File: config.mk
export PLATFORM = sky130hd
export DESIGN_NAME = srh_status_reporting_hierarchy
export DESIGN_NICKNAME = d
export VERILOG_FILES = /design/src/rtl/srh_pkg.sv /design/src/rtl/srh_status_reporting_hierarchy.sv
export SDC_FILE = /design/constraint.sdc
export NUM_CORES = 1
export LEC_CHECK = 0
export BUFFER_PORTS_ARGS = -buffer_cell sky130_fd_sc_hd__buf_2
export CAP_MARGIN = 0
export CORE_MARGIN = 3
export CORE_UTILIZATION = 54
export DETAILED_ROUTE_END_ITERATION = 16
export PLACE_DENSITY = 0.76
export SYNTH_ARGS = -nofsm -noshare
export SYNTH_HDL_FRONTEND = slang
export SYNTH_SLANG_ARGS = --single-unit
File: constraint.sdc
create_clock -name clk -period 2.7 [get_ports clk]
set_input_delay 0.27 -clock clk [delete_from_list [all_inputs] [get_ports clk]]
set_output_delay 0.27 -clock clk [all_outputs]
set_load 0.05 [all_outputs]
File: src/rtl/srh_pkg.sv
package srh_pkg;

    // system clock
    localparam int unsigned CLK_HZ              = 20_000_000;

    // register selectors on the command port
    localparam logic [2:0] REG_DEVICE           = 3'h0;
    localparam logic [2:0] REG_QUES             = 3'h1;
    localparam logic [2:0] REG_QUES_POWER       = 3'h2;
    localparam logic [2:0] REG_QUES_CAL         = 3'h3;
    localparam logic [2:0] REG_STD_EVENT        = 3'h4;
    localparam logic [2:0] REG_STD_ENABLE       = 3'h5;
    localparam logic [2:0] REG_PAR_POLL         = 3'h6;
    localparam logic [2:0] REG_STATUS_BYTE      = 3'h7;
    localparam int unsigned NUM_SCPI            = 4;

    // register parts of the layered registers
    localparam logic [2:0] PART_EVENT           = 3'h0;
    localparam logic [2:0] PART_COND            = 3'h1;
    localparam logic [2:0] PART_PTR             = 3'h2;
    localparam logic [2:0] PART_NTR             = 3'h3;
    localparam logic [2:0] PART_ENABLE          = 3'h4;

    // reset values of the writable parts
    localparam logic [15:0] PTR_RESET           = 16'hFFFF;
    localparam logic [15:0] NTR_RESET           = 16'h0000;
    localparam logic [15:0] ENABLE_RESET        = 16'h0000;
    localparam logic [7:0]  STD_ENABLE_RESET    = 8'h00;
    localparam logic [7:0]  PAR_POLL_RESET      = 8'h00;

    // device status bit positions
    localparam int unsigned DEV_STATIC_SUM      = 0;
    localparam int unsigned DEV_STATIC_NO_MEAS  = 1;
    localparam int unsigned DEV_STATIC_BAD_RES  = 2;
    localparam int unsigned DEV_STATIC_WARN     = 3;
    localparam int unsigned DEV_STATIC_CRIT     = 4;
    localparam int unsigned DEV_LEGACY_LOCK     = 7;
    localparam int unsigned DEV_REF_PLL_LOCK    = 8;

    // questionable status bit positions
    localparam int unsigned QUES_POWER_SUM      = 3;
    localparam int unsigned QUES_CAL_SUM        = 8;
    localparam int unsigned QUES_SELF_CHECK     = 9;
    localparam int unsigned QPOW_CORRUPT        = 1;
    localparam int unsigned QPOW_ZERO_STALE     = 5;
    localparam int unsigned QCAL_ZERO_FAIL      = 1;

    // standard event bit positions
    localparam int unsigned ESR_OP_COMPLETE     = 0;
    localparam int unsigned ESR_QUERY_ERR       = 2;
    localparam int unsigned ESR_DEVICE_ERR      = 3;
    localparam int unsigned ESR_EXEC_ERR        = 4;
    localparam int unsigned ESR_CMD_ERR         = 5;
    localparam int unsigned ESR_USER_REQ        = 6;
    localparam int unsigned ESR_POWER_ON        = 7;

    // status byte bit positions
    localparam int unsigned STB_DEVICE_SUM      = 1;
    localparam int unsigned STB_ERR_QUEUE       = 2;
    localparam int unsigned STB_QUES_SUM        = 3;
    localparam int unsigned STB_MSG_AVAIL       = 4;
    localparam int unsigned STB_STD_EVENT_SUM   = 5;
    localparam int unsigned STB_MASTER_SUM      = 6;
    localparam int unsigned STB_OPER_SUM        = 7;

    // error code ranges
    localparam logic signed [15:0] ERR_EXEC_LEGACY = -16'sd200;
    localparam logic signed [15:0] ERR_CMD_HI      = -16'sd100;
    localparam logic signed [15:0] ERR_EXEC_HI     = -16'sd200;
    localparam logic signed [15:0] ERR_DEV_HI      = -16'sd300;
    localparam logic signed [15:0] ERR_DEV_LO      = -16'sd399;

    // indicator flash timing, half periods
    localparam int unsigned FAST_FLASH_HALF_MS  = 125;
    localparam int unsigned FAST_FLASH_CYCLES   = (CLK_HZ / 1000) * FAST_FLASH_HALF_MS;
    localparam logic [1:0]  SLOW_PER_FAST       = 2'h3;

    typedef struct packed {
        logic        valid;
        logic        write;
        logic [2:0]  sel;
        logic [2:0]  part;
        logic [15:0] data;
    } srh_cmd_t;

    typedef struct packed {
        logic        valid;
        logic [15:0] data;
    } srh_resp_t;

    typedef struct packed {
        logic               valid;
        logic signed [15:0] code;
    } srh_err_t;

    typedef enum logic [2:0] {
        SRH_LED_OFF  = 3'b001,
        SRH_LED_SLOW = 3'b010,
        SRH_LED_FAST = 3'b100
    } srh_led_mode_t;

endpackage

File: src/rtl/srh_status_reporting_hierarchy.sv
`timescale 1ns/1ps

module srh_status_reporting_hierarchy #(
    parameter int unsigned FAST_HALF_CYCLES = srh_pkg::FAST_FLASH_CYCLES
) (
    input  wire logic             clk,
    input  wire logic             reset,
    input  wire srh_pkg::srh_cmd_t  cmd,
    output srh_pkg::srh_resp_t      resp,
    input  wire logic [3:0]       static_error,
    input  wire logic             ref_external,
    input  wire logic             ref_pll_locked,
    input  wire logic             power_up_self_check_fail,
    input  wire logic             power_data_corrupt,
    input  wire logic             zero_stale,
    input  wire logic             zero_failed,
    input  wire logic             legacy_set_cmd,
    input  wire logic             legacy_closed,
    input  wire logic             other_set_cmd,
    output logic                  other_set_accept,
    input  wire logic             opc_received,
    input  wire logic             commands_idle,
    input  wire logic             query_error,
    input  wire logic             user_request,
    input  wire srh_pkg::srh_err_t  err_in,
    output logic                  err_in_ready,
    output srh_pkg::srh_err_t       err_push,
    input  wire logic             error_queue_not_empty,
    input  wire logic             message_available,
    input  wire logic             master_summary,
    input  wire logic             operation_summary,
    output logic [7:0]            status_byte,
    output logic                  ist_flag,
    output logic                  led_red
);

    ////////////////////////////////////////////////////////////////////////////
    // command decode

    logic        is_scpi;
    logic [1:0]  scpi_idx;
    logic        rd_cmd;
    logic        wr_cmd;

    assign is_scpi  = (cmd.sel < 3'(srh_pkg::NUM_SCPI));
    assign scpi_idx = cmd.sel[1:0];
    assign rd_cmd   = cmd.valid && !cmd.write;
    assign wr_cmd   = cmd.valid && cmd.write;

    ////////////////////////////////////////////////////////////////////////////
    // legacy channel lock

    logic lock_q;

    always_ff @(posedge clk) begin
        if (reset) begin
            lock_q <= 1'b0;
        end else if (legacy_set_cmd) begin
            lock_q <= 1'b1;
        end else if (legacy_closed) begin
            lock_q <= 1'b0;
        end
    end

    // a legacy command arriving this cycle already locks out the others
    assign other_set_accept = !(lock_q || legacy_set_cmd);

    logic reject;
    assign reject = other_set_cmd && !other_set_accept;

    ////////////////////////////////////////////////////////////////////////////
    // error classification and queue push

    logic        err_take;
    logic        cls_cmd;
    logic        cls_exec;
    logic        cls_dev;

    // the lock rejection owns the queue port for its cycle; the source waits
    assign err_in_ready = !reject;
    assign err_take     = err_in.valid && err_in_ready;
    assign cls_cmd      = err_take && err_in.code <= srh_pkg::ERR_CMD_HI
                          && err_in.code > srh_pkg::ERR_EXEC_HI;
    assign cls_exec     = err_take && err_in.code <= srh_pkg::ERR_EXEC_HI
                          && err_in.code > srh_pkg::ERR_DEV_HI;
    assign cls_dev      = err_take && ((err_in.code <= srh_pkg::ERR_DEV_HI
                          && err_in.code >= srh_pkg::ERR_DEV_LO) || err_in.code > 16'sd0);

    always_ff @(posedge clk) begin
        if (reset) begin
            err_push <= '0;
        end else if (reject) begin
            err_push <= '{valid: 1'b1, code: srh_pkg::ERR_EXEC_LEGACY};
        end else if (cls_cmd || cls_exec || cls_dev) begin
            err_push <= '{valid: 1'b1, code: err_in.code};
        end else begin
            err_push <= '0;
        end
    end

    ////////////////////////////////////////////////////////////////////////////
    // condition parts of the layered registers

    logic [15:0] cond     [srh_pkg::NUM_SCPI];
    logic [15:0] summary_vec;
    logic [15:0] dev_cond;
    logic [15:0] ques_cond;
    logic [15:0] qpow_cond;
    logic [15:0] qcal_cond;

    always_comb begin
        dev_cond = 16'h0000;
        dev_cond[srh_pkg::DEV_STATIC_NO_MEAS] = static_error[0];
        dev_cond[srh_pkg::DEV_STATIC_BAD_RES] = static_error[1];
        dev_cond[srh_pkg::DEV_STATIC_WARN]    = static_error[2];
        dev_cond[srh_pkg::DEV_STATIC_CRIT]    = static_error[3];
        dev_cond[srh_pkg::DEV_STATIC_SUM]     = |static_error;
        dev_cond[srh_pkg::DEV_LEGACY_LOCK]    = lock_q;
        dev_cond[srh_pkg::DEV_REF_PLL_LOCK]   = !ref_external || ref_pll_locked;

        qpow_cond = 16'h0000;
        qpow_cond[srh_pkg::QPOW_CORRUPT]    = power_data_corrupt;
        qpow_cond[srh_pkg::QPOW_ZERO_STALE] = zero_stale;

        qcal_cond = 16'h0000;
        qcal_cond[srh_pkg::QCAL_ZERO_FAIL] = zero_failed;

        ques_cond = 16'h0000;
        ques_cond[srh_pkg::QUES_POWER_SUM]  = summary_vec[srh_pkg::REG_QUES_POWER];
        ques_cond[srh_pkg::QUES_CAL_SUM]    = summary_vec[srh_pkg::REG_QUES_CAL];
        ques_cond[srh_pkg::QUES_SELF_CHECK] = power_up_self_check_fail;
    end

    assign cond[0] = dev_cond;
    assign cond[1] = ques_cond;
    assign cond[2] = qpow_cond;
    assign cond[3] = qcal_cond;

    ////////////////////////////////////////////////////////////////////////////
    // layered registers: filters, event, enable, summary

    logic [15:0] ptr_q    [srh_pkg::NUM_SCPI];
    logic [15:0] ntr_q    [srh_pkg::NUM_SCPI];
    logic [15:0] enable_q [srh_pkg::NUM_SCPI];
    logic [15:0] event_q  [srh_pkg::NUM_SCPI];
    logic [15:0] prev_q   [srh_pkg::NUM_SCPI];

    genvar gi;
    generate
        for (gi = 0; gi < srh_pkg::NUM_SCPI; gi++) begin : g_scpi
            logic hit;
            logic [15:0] rise;
            logic [15:0] fall;

            assign hit  = is_scpi && (scpi_idx == 2'(gi));
            assign rise = cond[gi] & ~prev_q[gi] & ptr_q[gi];
            assign fall = ~cond[gi] & prev_q[gi] & ntr_q[gi];

            always_ff @(posedge clk) begin
                if (reset) begin
                    ptr_q[gi]    <= srh_pkg::PTR_RESET;
                    ntr_q[gi]    <= srh_pkg::NTR_RESET;
                    enable_q[gi] <= srh_pkg::ENABLE_RESET;
                end else if (wr_cmd && hit) begin
                    // event and condition parts ignore writes
                    if (cmd.part == srh_pkg::PART_PTR) begin
                        ptr_q[gi] <= cmd.data;
                    end
                    if (cmd.part == srh_pkg::PART_NTR) begin
                        ntr_q[gi] <= cmd.data;
                    end
                    if (cmd.part == srh_pkg::PART_ENABLE) begin
                        enable_q[gi] <= cmd.data;
                    end
                end
            end

            // prev starts at zero so conditions true out of reset count as rising
            always_ff @(posedge clk) begin
                if (reset) begin
                    prev_q[gi] <= 16'h0000;
                end else begin
                    prev_q[gi] <= cond[gi];
                end
            end

            // a new edge in the cycle of the clearing read survives the read
            always_ff @(posedge clk) begin
                if (reset) begin
                    event_q[gi] <= 16'h0000;
                end else if (rd_cmd && hit && cmd.part == srh_pkg::PART_EVENT) begin
                    event_q[gi] <= rise | fall;
                end else begin
                    event_q[gi] <= event_q[gi] | rise | fall;
                end
            end

            assign summary_vec[gi] = |(event_q[gi] & enable_q[gi]);
        end
    endgenerate

    assign summary_vec[15:srh_pkg::NUM_SCPI] = '0;

    ////////////////////////////////////////////////////////////////////////////
    // standard event register and its enable

    logic [7:0] esr_q;
    logic [7:0] ese_q;
    logic [7:0] esr_set;
    logic       opc_pend_q;
    logic       power_on_q;
    logic       std_event_sum;

    always_ff @(posedge clk) begin
        if (reset) begin
            opc_pend_q <= 1'b0;
        end else if (opc_received) begin
            opc_pend_q <= 1'b1;
        end else if (commands_idle) begin
            opc_pend_q <= 1'b0;
        end
    end

    // power-on is reported once, on the first cycle after reset
    always_ff @(posedge clk) begin
        if (reset) begin
            power_on_q <= 1'b1;
        end else begin
            power_on_q <= 1'b0;
        end
    end

    always_comb begin
        esr_set = 8'h00;
        esr_set[srh_pkg::ESR_OP_COMPLETE] = (opc_pend_q || opc_received) && commands_idle;
        esr_set[srh_pkg::ESR_QUERY_ERR]   = query_error;
        esr_set[srh_pkg::ESR_DEVICE_ERR]  = cls_dev;
        esr_set[srh_pkg::ESR_EXEC_ERR]    = cls_exec || reject;
        esr_set[srh_pkg::ESR_CMD_ERR]     = cls_cmd;
        esr_set[srh_pkg::ESR_USER_REQ]    = user_request;
        esr_set[srh_pkg::ESR_POWER_ON]    = power_on_q;
    end

    always_ff @(posedge clk) begin
        if (reset) begin
            esr_q <= 8'h00;
        end else if (rd_cmd && cmd.sel == srh_pkg::REG_STD_EVENT) begin
            esr_q <= esr_set;
        end else begin
            esr_q <= esr_q | esr_set;
        end
    end

    always_ff @(posedge clk) begin
        if (reset) begin
            ese_q <= srh_pkg::STD_ENABLE_RESET;
        end else if (wr_cmd && cmd.sel == srh_pkg::REG_STD_ENABLE) begin
            ese_q <= cmd.data[7:0];
        end
    end

    assign std_event_sum = |(esr_q & ese_q);

    ////////////////////////////////////////////////////////////////////////////
    // status byte and parallel poll

    logic [7:0] ppe_q;
    logic [7:0] stb;

    always_ff @(posedge clk) begin
        if (reset) begin
            ppe_q <= srh_pkg::PAR_POLL_RESET;
        end else if (wr_cmd && cmd.sel == srh_pkg::REG_PAR_POLL) begin
            ppe_q <= cmd.data[7:0];
        end
    end

    always_comb begin
        stb = 8'h00;
        stb[srh_pkg::STB_DEVICE_SUM]    = summary_vec[srh_pkg::REG_DEVICE];
        stb[srh_pkg::STB_ERR_QUEUE]     = error_queue_not_empty;
        stb[srh_pkg::STB_QUES_SUM]      = summary_vec[srh_pkg::REG_QUES];
        stb[srh_pkg::STB_MSG_AVAIL]     = message_available;
        stb[srh_pkg::STB_STD_EVENT_SUM] = std_event_sum;
        stb[srh_pkg::STB_MASTER_SUM]    = master_summary;
        stb[srh_pkg::STB_OPER_SUM]      = operation_summary;
    end

    always_ff @(posedge clk) begin
        if (reset) begin
            status_byte <= 8'h00;
            ist_flag    <= 1'b0;
        end else begin
            status_byte <= stb;
            ist_flag    <= |(stb & ppe_q);
        end
    end

    ////////////////////////////////////////////////////////////////////////////
    // read path

    logic [15:0] rd_data;

    always_comb begin
        rd_data = 16'h0000;
        if (is_scpi) begin
            unique case (cmd.part)
                srh_pkg::PART_EVENT:  rd_data = event_q[scpi_idx];
                srh_pkg::PART_COND:   rd_data = cond[scpi_idx];
                srh_pkg::PART_PTR:    rd_data = ptr_q[scpi_idx];
                srh_pkg::PART_NTR:    rd_data = ntr_q[scpi_idx];
                srh_pkg::PART_ENABLE: rd_data = enable_q[scpi_idx];
                default:              rd_data = 16'h0000;
            endcase
        end else begin
            unique case (cmd.sel)
                srh_pkg::REG_STD_EVENT:   rd_data = {8'h00, esr_q};
                srh_pkg::REG_STD_ENABLE:  rd_data = {8'h00, ese_q};
                srh_pkg::REG_PAR_POLL:    rd_data = {8'h00, ppe_q};
                srh_pkg::REG_STATUS_BYTE: rd_data = {8'h00, stb};
                default:                  rd_data = 16'h0000;
            endcase
        end
    end

    always_ff @(posedge clk) begin
        if (reset) begin
            resp <= '0;
        end else begin
            resp.valid <= rd_cmd;
            resp.data  <= rd_cmd ? rd_data : 16'h0000;
        end
    end

    ////////////////////////////////////////////////////////////////////////////
    // red indicator flash

    srh_pkg::srh_led_mode_t led_mode;
    logic [23:0] flash_cnt_q;
    logic        fast_tick;
    logic [1:0]  slow_div_q;
    logic        fast_ph_q;
    logic        slow_ph_q;

    // critical outranks warning
    always_comb begin
        if (static_error[3]) begin
            led_mode = srh_pkg::SRH_LED_FAST;
        end else if (static_error[2]) begin
            led_mode = srh_pkg::SRH_LED_SLOW;
        end else begin
            led_mode = srh_pkg::SRH_LED_OFF;
        end
    end

    assign fast_tick = (flash_cnt_q == 24'(FAST_HALF_CYCLES - 1));

    always_ff @(posedge clk) begin
        if (reset || fast_tick) begin
            flash_cnt_q <= 24'h000000;
        end else begin
            flash_cnt_q <= flash_cnt_q + 24'h000001;
        end
    end

    // slow phase toggles once per four fast half periods
    always_ff @(posedge clk) begin
        if (reset) begin
            slow_div_q <= 2'h0;
            fast_ph_q  <= 1'b0;
            slow_ph_q  <= 1'b0;
        end else if (fast_tick) begin
            fast_ph_q  <= !fast_ph_q;
            slow_div_q <= slow_div_q + 2'h1;
            if (slow_div_q == srh_pkg::SLOW_PER_FAST) begin
                slow_ph_q <= !slow_ph_q;
            end
        end
    end

    always_ff @(posedge clk) begin
        if (reset) begin
            led_red <= 1'b0;
        end else begin
            unique case (led_mode)
                srh_pkg::SRH_LED_FAST: led_red <= fast_ph_q;
                srh_pkg::SRH_LED_SLOW: led_red <= slow_ph_q;
                srh_pkg::SRH_LED_OFF:  led_red <= 1'b0;
            endcase
        end
    end

endmodule

==> metrics.txt <==
highest attainable clock frequency 0.4561 GHz; capturing point of the worst reg2reg path flash_cnt_q[14]; setup repair after global routing missed its margin false; internal power component 8596 uW; cell depth of the worst setup path 7; Async SR Flop Fraction 0%; sequential cell area fraction in the yosys report 59.42%; Switching Share 23.54%; number of antenna diodes 0; ordered cell list for the critical path ha_1 > and4_1 > nand4_1 > nor4_4 > or2_0 > buf_4 > nor2_1; Die Area 28700 um^2; worst-path cell with the longest stage delay nor4_4; startpoint of the worst register-to-register path flash_cnt_q[0]; total routed wirelength 36060 um; final cell count without fillers 1666; post-route ant nets 0; met3 demand-to-capacity share in global routing 4.519%; post-place instance area approximately 15000 um^2; clock power share 41.9%; Setup Buffers After CTS 0; overall die height 169.4 um; status complete, no violations; cell taking the most area after synthesis edfxtp_1; type of destination of the critical path flip-flop; met1 track utilization from global routing 35.57%; Required @ worst endpoint 3.10 ns; depth of the CTS H-tree 2; number of antenna violations at the first check in global routing 0; static leakage 0.006207 uW; grt total ovfl 0; family with the most delay on the worst path simple AND/OR/NAND/NOR gates; via/cell ratio approximately 6.0; Iter 0 DRT Violations 1316; First-pass DRT Iterations 8; maximum number of pins on one net before global-route repair 65; fin area 16740 um^2; grt peak-use layer met2; timing startpoint of the critical path flash_cnt_q[0]; Cell variety after synth 64; total number of yosys warnings 0; Buf+Inv Stages, Crit Path 1; post_cts resized 0; Nets 1370; total negative setup slack 0 ns; share of final-layout standard cells stronger than drive strength 1 21.86%; maxcap violations 0; most frequent cell after synthesis edfxtp_1; I/O pin count 110; number of port buffers 108; WP data arrival 2.59 ns; post-layout min period 2.193 ns; maximum buffer depth of the clock tree 3; list of most frequent post-synthesis cells 212 x edfxtp_1, 146 x and2_1, 110 x dfxtp_1; remaining routing DRC violations 0; top-area cell type share of the netlist area around 44%; top post-synthesis cells by area edfxtp_1 44%, dfxtp_1 15%, mux4_2 8.1%; global-route wire length before repair 56190 um; max-slew headroom at the worst pin approximately a third; post-synthesis instance area 14420 um^2; global-route track usage on met2 40.40%; root buffer cell clkbuf_16; Worst R2R Setup Slack 0.51 ns; share of the clock period used by the worst path 81.21%; via count 9999; kind of critical path flip-flop to flip-flop; register bit total from synthesis approximately 320; worst ir drop on vdd 499.5 uV; GR Util All Layers about a quarter; final hold slack about 0.010 ns; number of failing hold endpoints at the final stage 0; Post-synth EDFFs 212; post-placement cell count 1589; Worst-path clk slew 0.06 ns; number of sinks handled by clock tree synthesis approximately 320; sum of net half-perimeters after detailed placement 24960 um; total chip power 11240 uW; Least-Margin Pin Slew 1.003 ns; Main synth FF type edfxtp_1; count of pins over their slew limit 0; row cnt 59; hold-fix buffers at CTS 13; power density normalized to cell area approximately 670 nW/um^2; final setup violation count 0; TritonCTS clock tree yes; vias in the first global route a little under 10000; Horiz. Die Dim 169.4 um; post-synthesis area per instance 12.45 um^2; synthesized instance count 1158; worst-skew pair later-pin latency 0.52 ns; Core ar. 26130 um^2; Hold Crit Class input port to flip-flop; crit path capture flash_cnt_q[14]; Initial Utilization about 55%; layout overhead on the synthesized area 16.12%; biggest fanout along the worst timing path 24; part of the power in combinational logic 8.2%; Register-to-Register Path Depth 7; Largest stage delay, worst path roughly 0.48 ns; Final Wtd Congestion 0.9227; routed wire length per instance 21.65 um; CTS buffer count 35; type of element launching the critical path flip-flop; switching component of the power roughly 2600 uW; clk_skew between 0.02 and 0.03 ns; fraction of power consumed by sequential logic around half
==> stage by stage <==
| stage | utilization [%] | setup slack [ns] |
|---|---|---|
| global route | 64.07 | 0.2863 |
| floorplan | - | -0.04222 |
| global placement | 59.19 | 0.2678 |
| detailed placement | 59.19 | 0.1897 |
| finish | 64.07 | 0.5074 |
| CTS | 64.07 | 0.4947 |
==> power groups by stage <==
stage	Combinational, uW	Clock (uW)	Sequential, uW
CTS	917	4770	5600
detailed placement	895	0	5700
floorplan	528	0	5730
global placement	880	0	5690
finish	926	4710	5600
global route	990	4990	5620
==> per-layer routing <==
layer | wire length (um) | vias to the layer above
li1 | - | 4530
met1 | 14620 | 4871
met2 | 17030 | 518
met3 | 3402 | 80
met4 | 1012 | 0
met5 | 0 | -
==> layout by cell type (no fill, tap or decap), types with 31 or more instances in the layout <==
cell type / instances
nor2_1: 106
clkbuf_16: 37
mux4_2: 52
buf_4: 52
buf_2: 107
nand2_1: 61
dfxtp_1: 110
mux2i_1: 31
and2_1: 146
or3_1: 65
a21oi_1: 38
edfxtp_1: 212
==> registers in the layout, indices dropped and copies added, names as in the netlist, 8 cells and up <==
signal / cells
ntr_q: 64
prev_q: 13
err_push: 17
ptr_q: 64
enable_q: 64
ese_q: 8
event_q: 20
flash_cnt_q: 24
ppe_q: 8
resp: 17
==> area by class of cell <==
| type | count | area (um^2) |
|---|---|---|
| fill | 1969 | 9389 |
| multi-input combinational | 761 | 5510 |
| clock inverter | 20 | 172.7 |
| inverter | 12 | 45.04 |
| timing repair buffer | 172 | 1056 |
| clock buffer | 44 | 972.2 |
| tap | 335 | 419.2 |
| sequential | 322 | 8568 |
==> worst min-delay path by stage <==
stage,startpoint,end,slack (ns),cells after the start
after global placement,power_on_q,esr_q[7],0.42,2
after global routing,error_queue_not_empty,status_byte[2],0.02,2
after detailed placement,power_on_q,esr_q[7],0.44,2
final,error_queue_not_empty,status_byte[2],0.01,2
after CTS,error_queue_not_empty,status_byte[2],0.003,2
after floorplan,reset,power_on_q,0.30,0
==> cell families (layout without fill, tap and decap cells) <==
group           after synthesis  in the layout  share of synthesized area [%]
fa+ha+maj                     2              2                         0.1735
compound gates              145            145                          6.769
other cells                   2             21                        0.05208
buf+inv                      94            248                          2.994
simple gates                474            474                          17.94
mux                          94             94                          11.13
flops                       322            322                          59.42
xor+xnor                     25             25                          1.519
(Power assumes the default switching activity.)
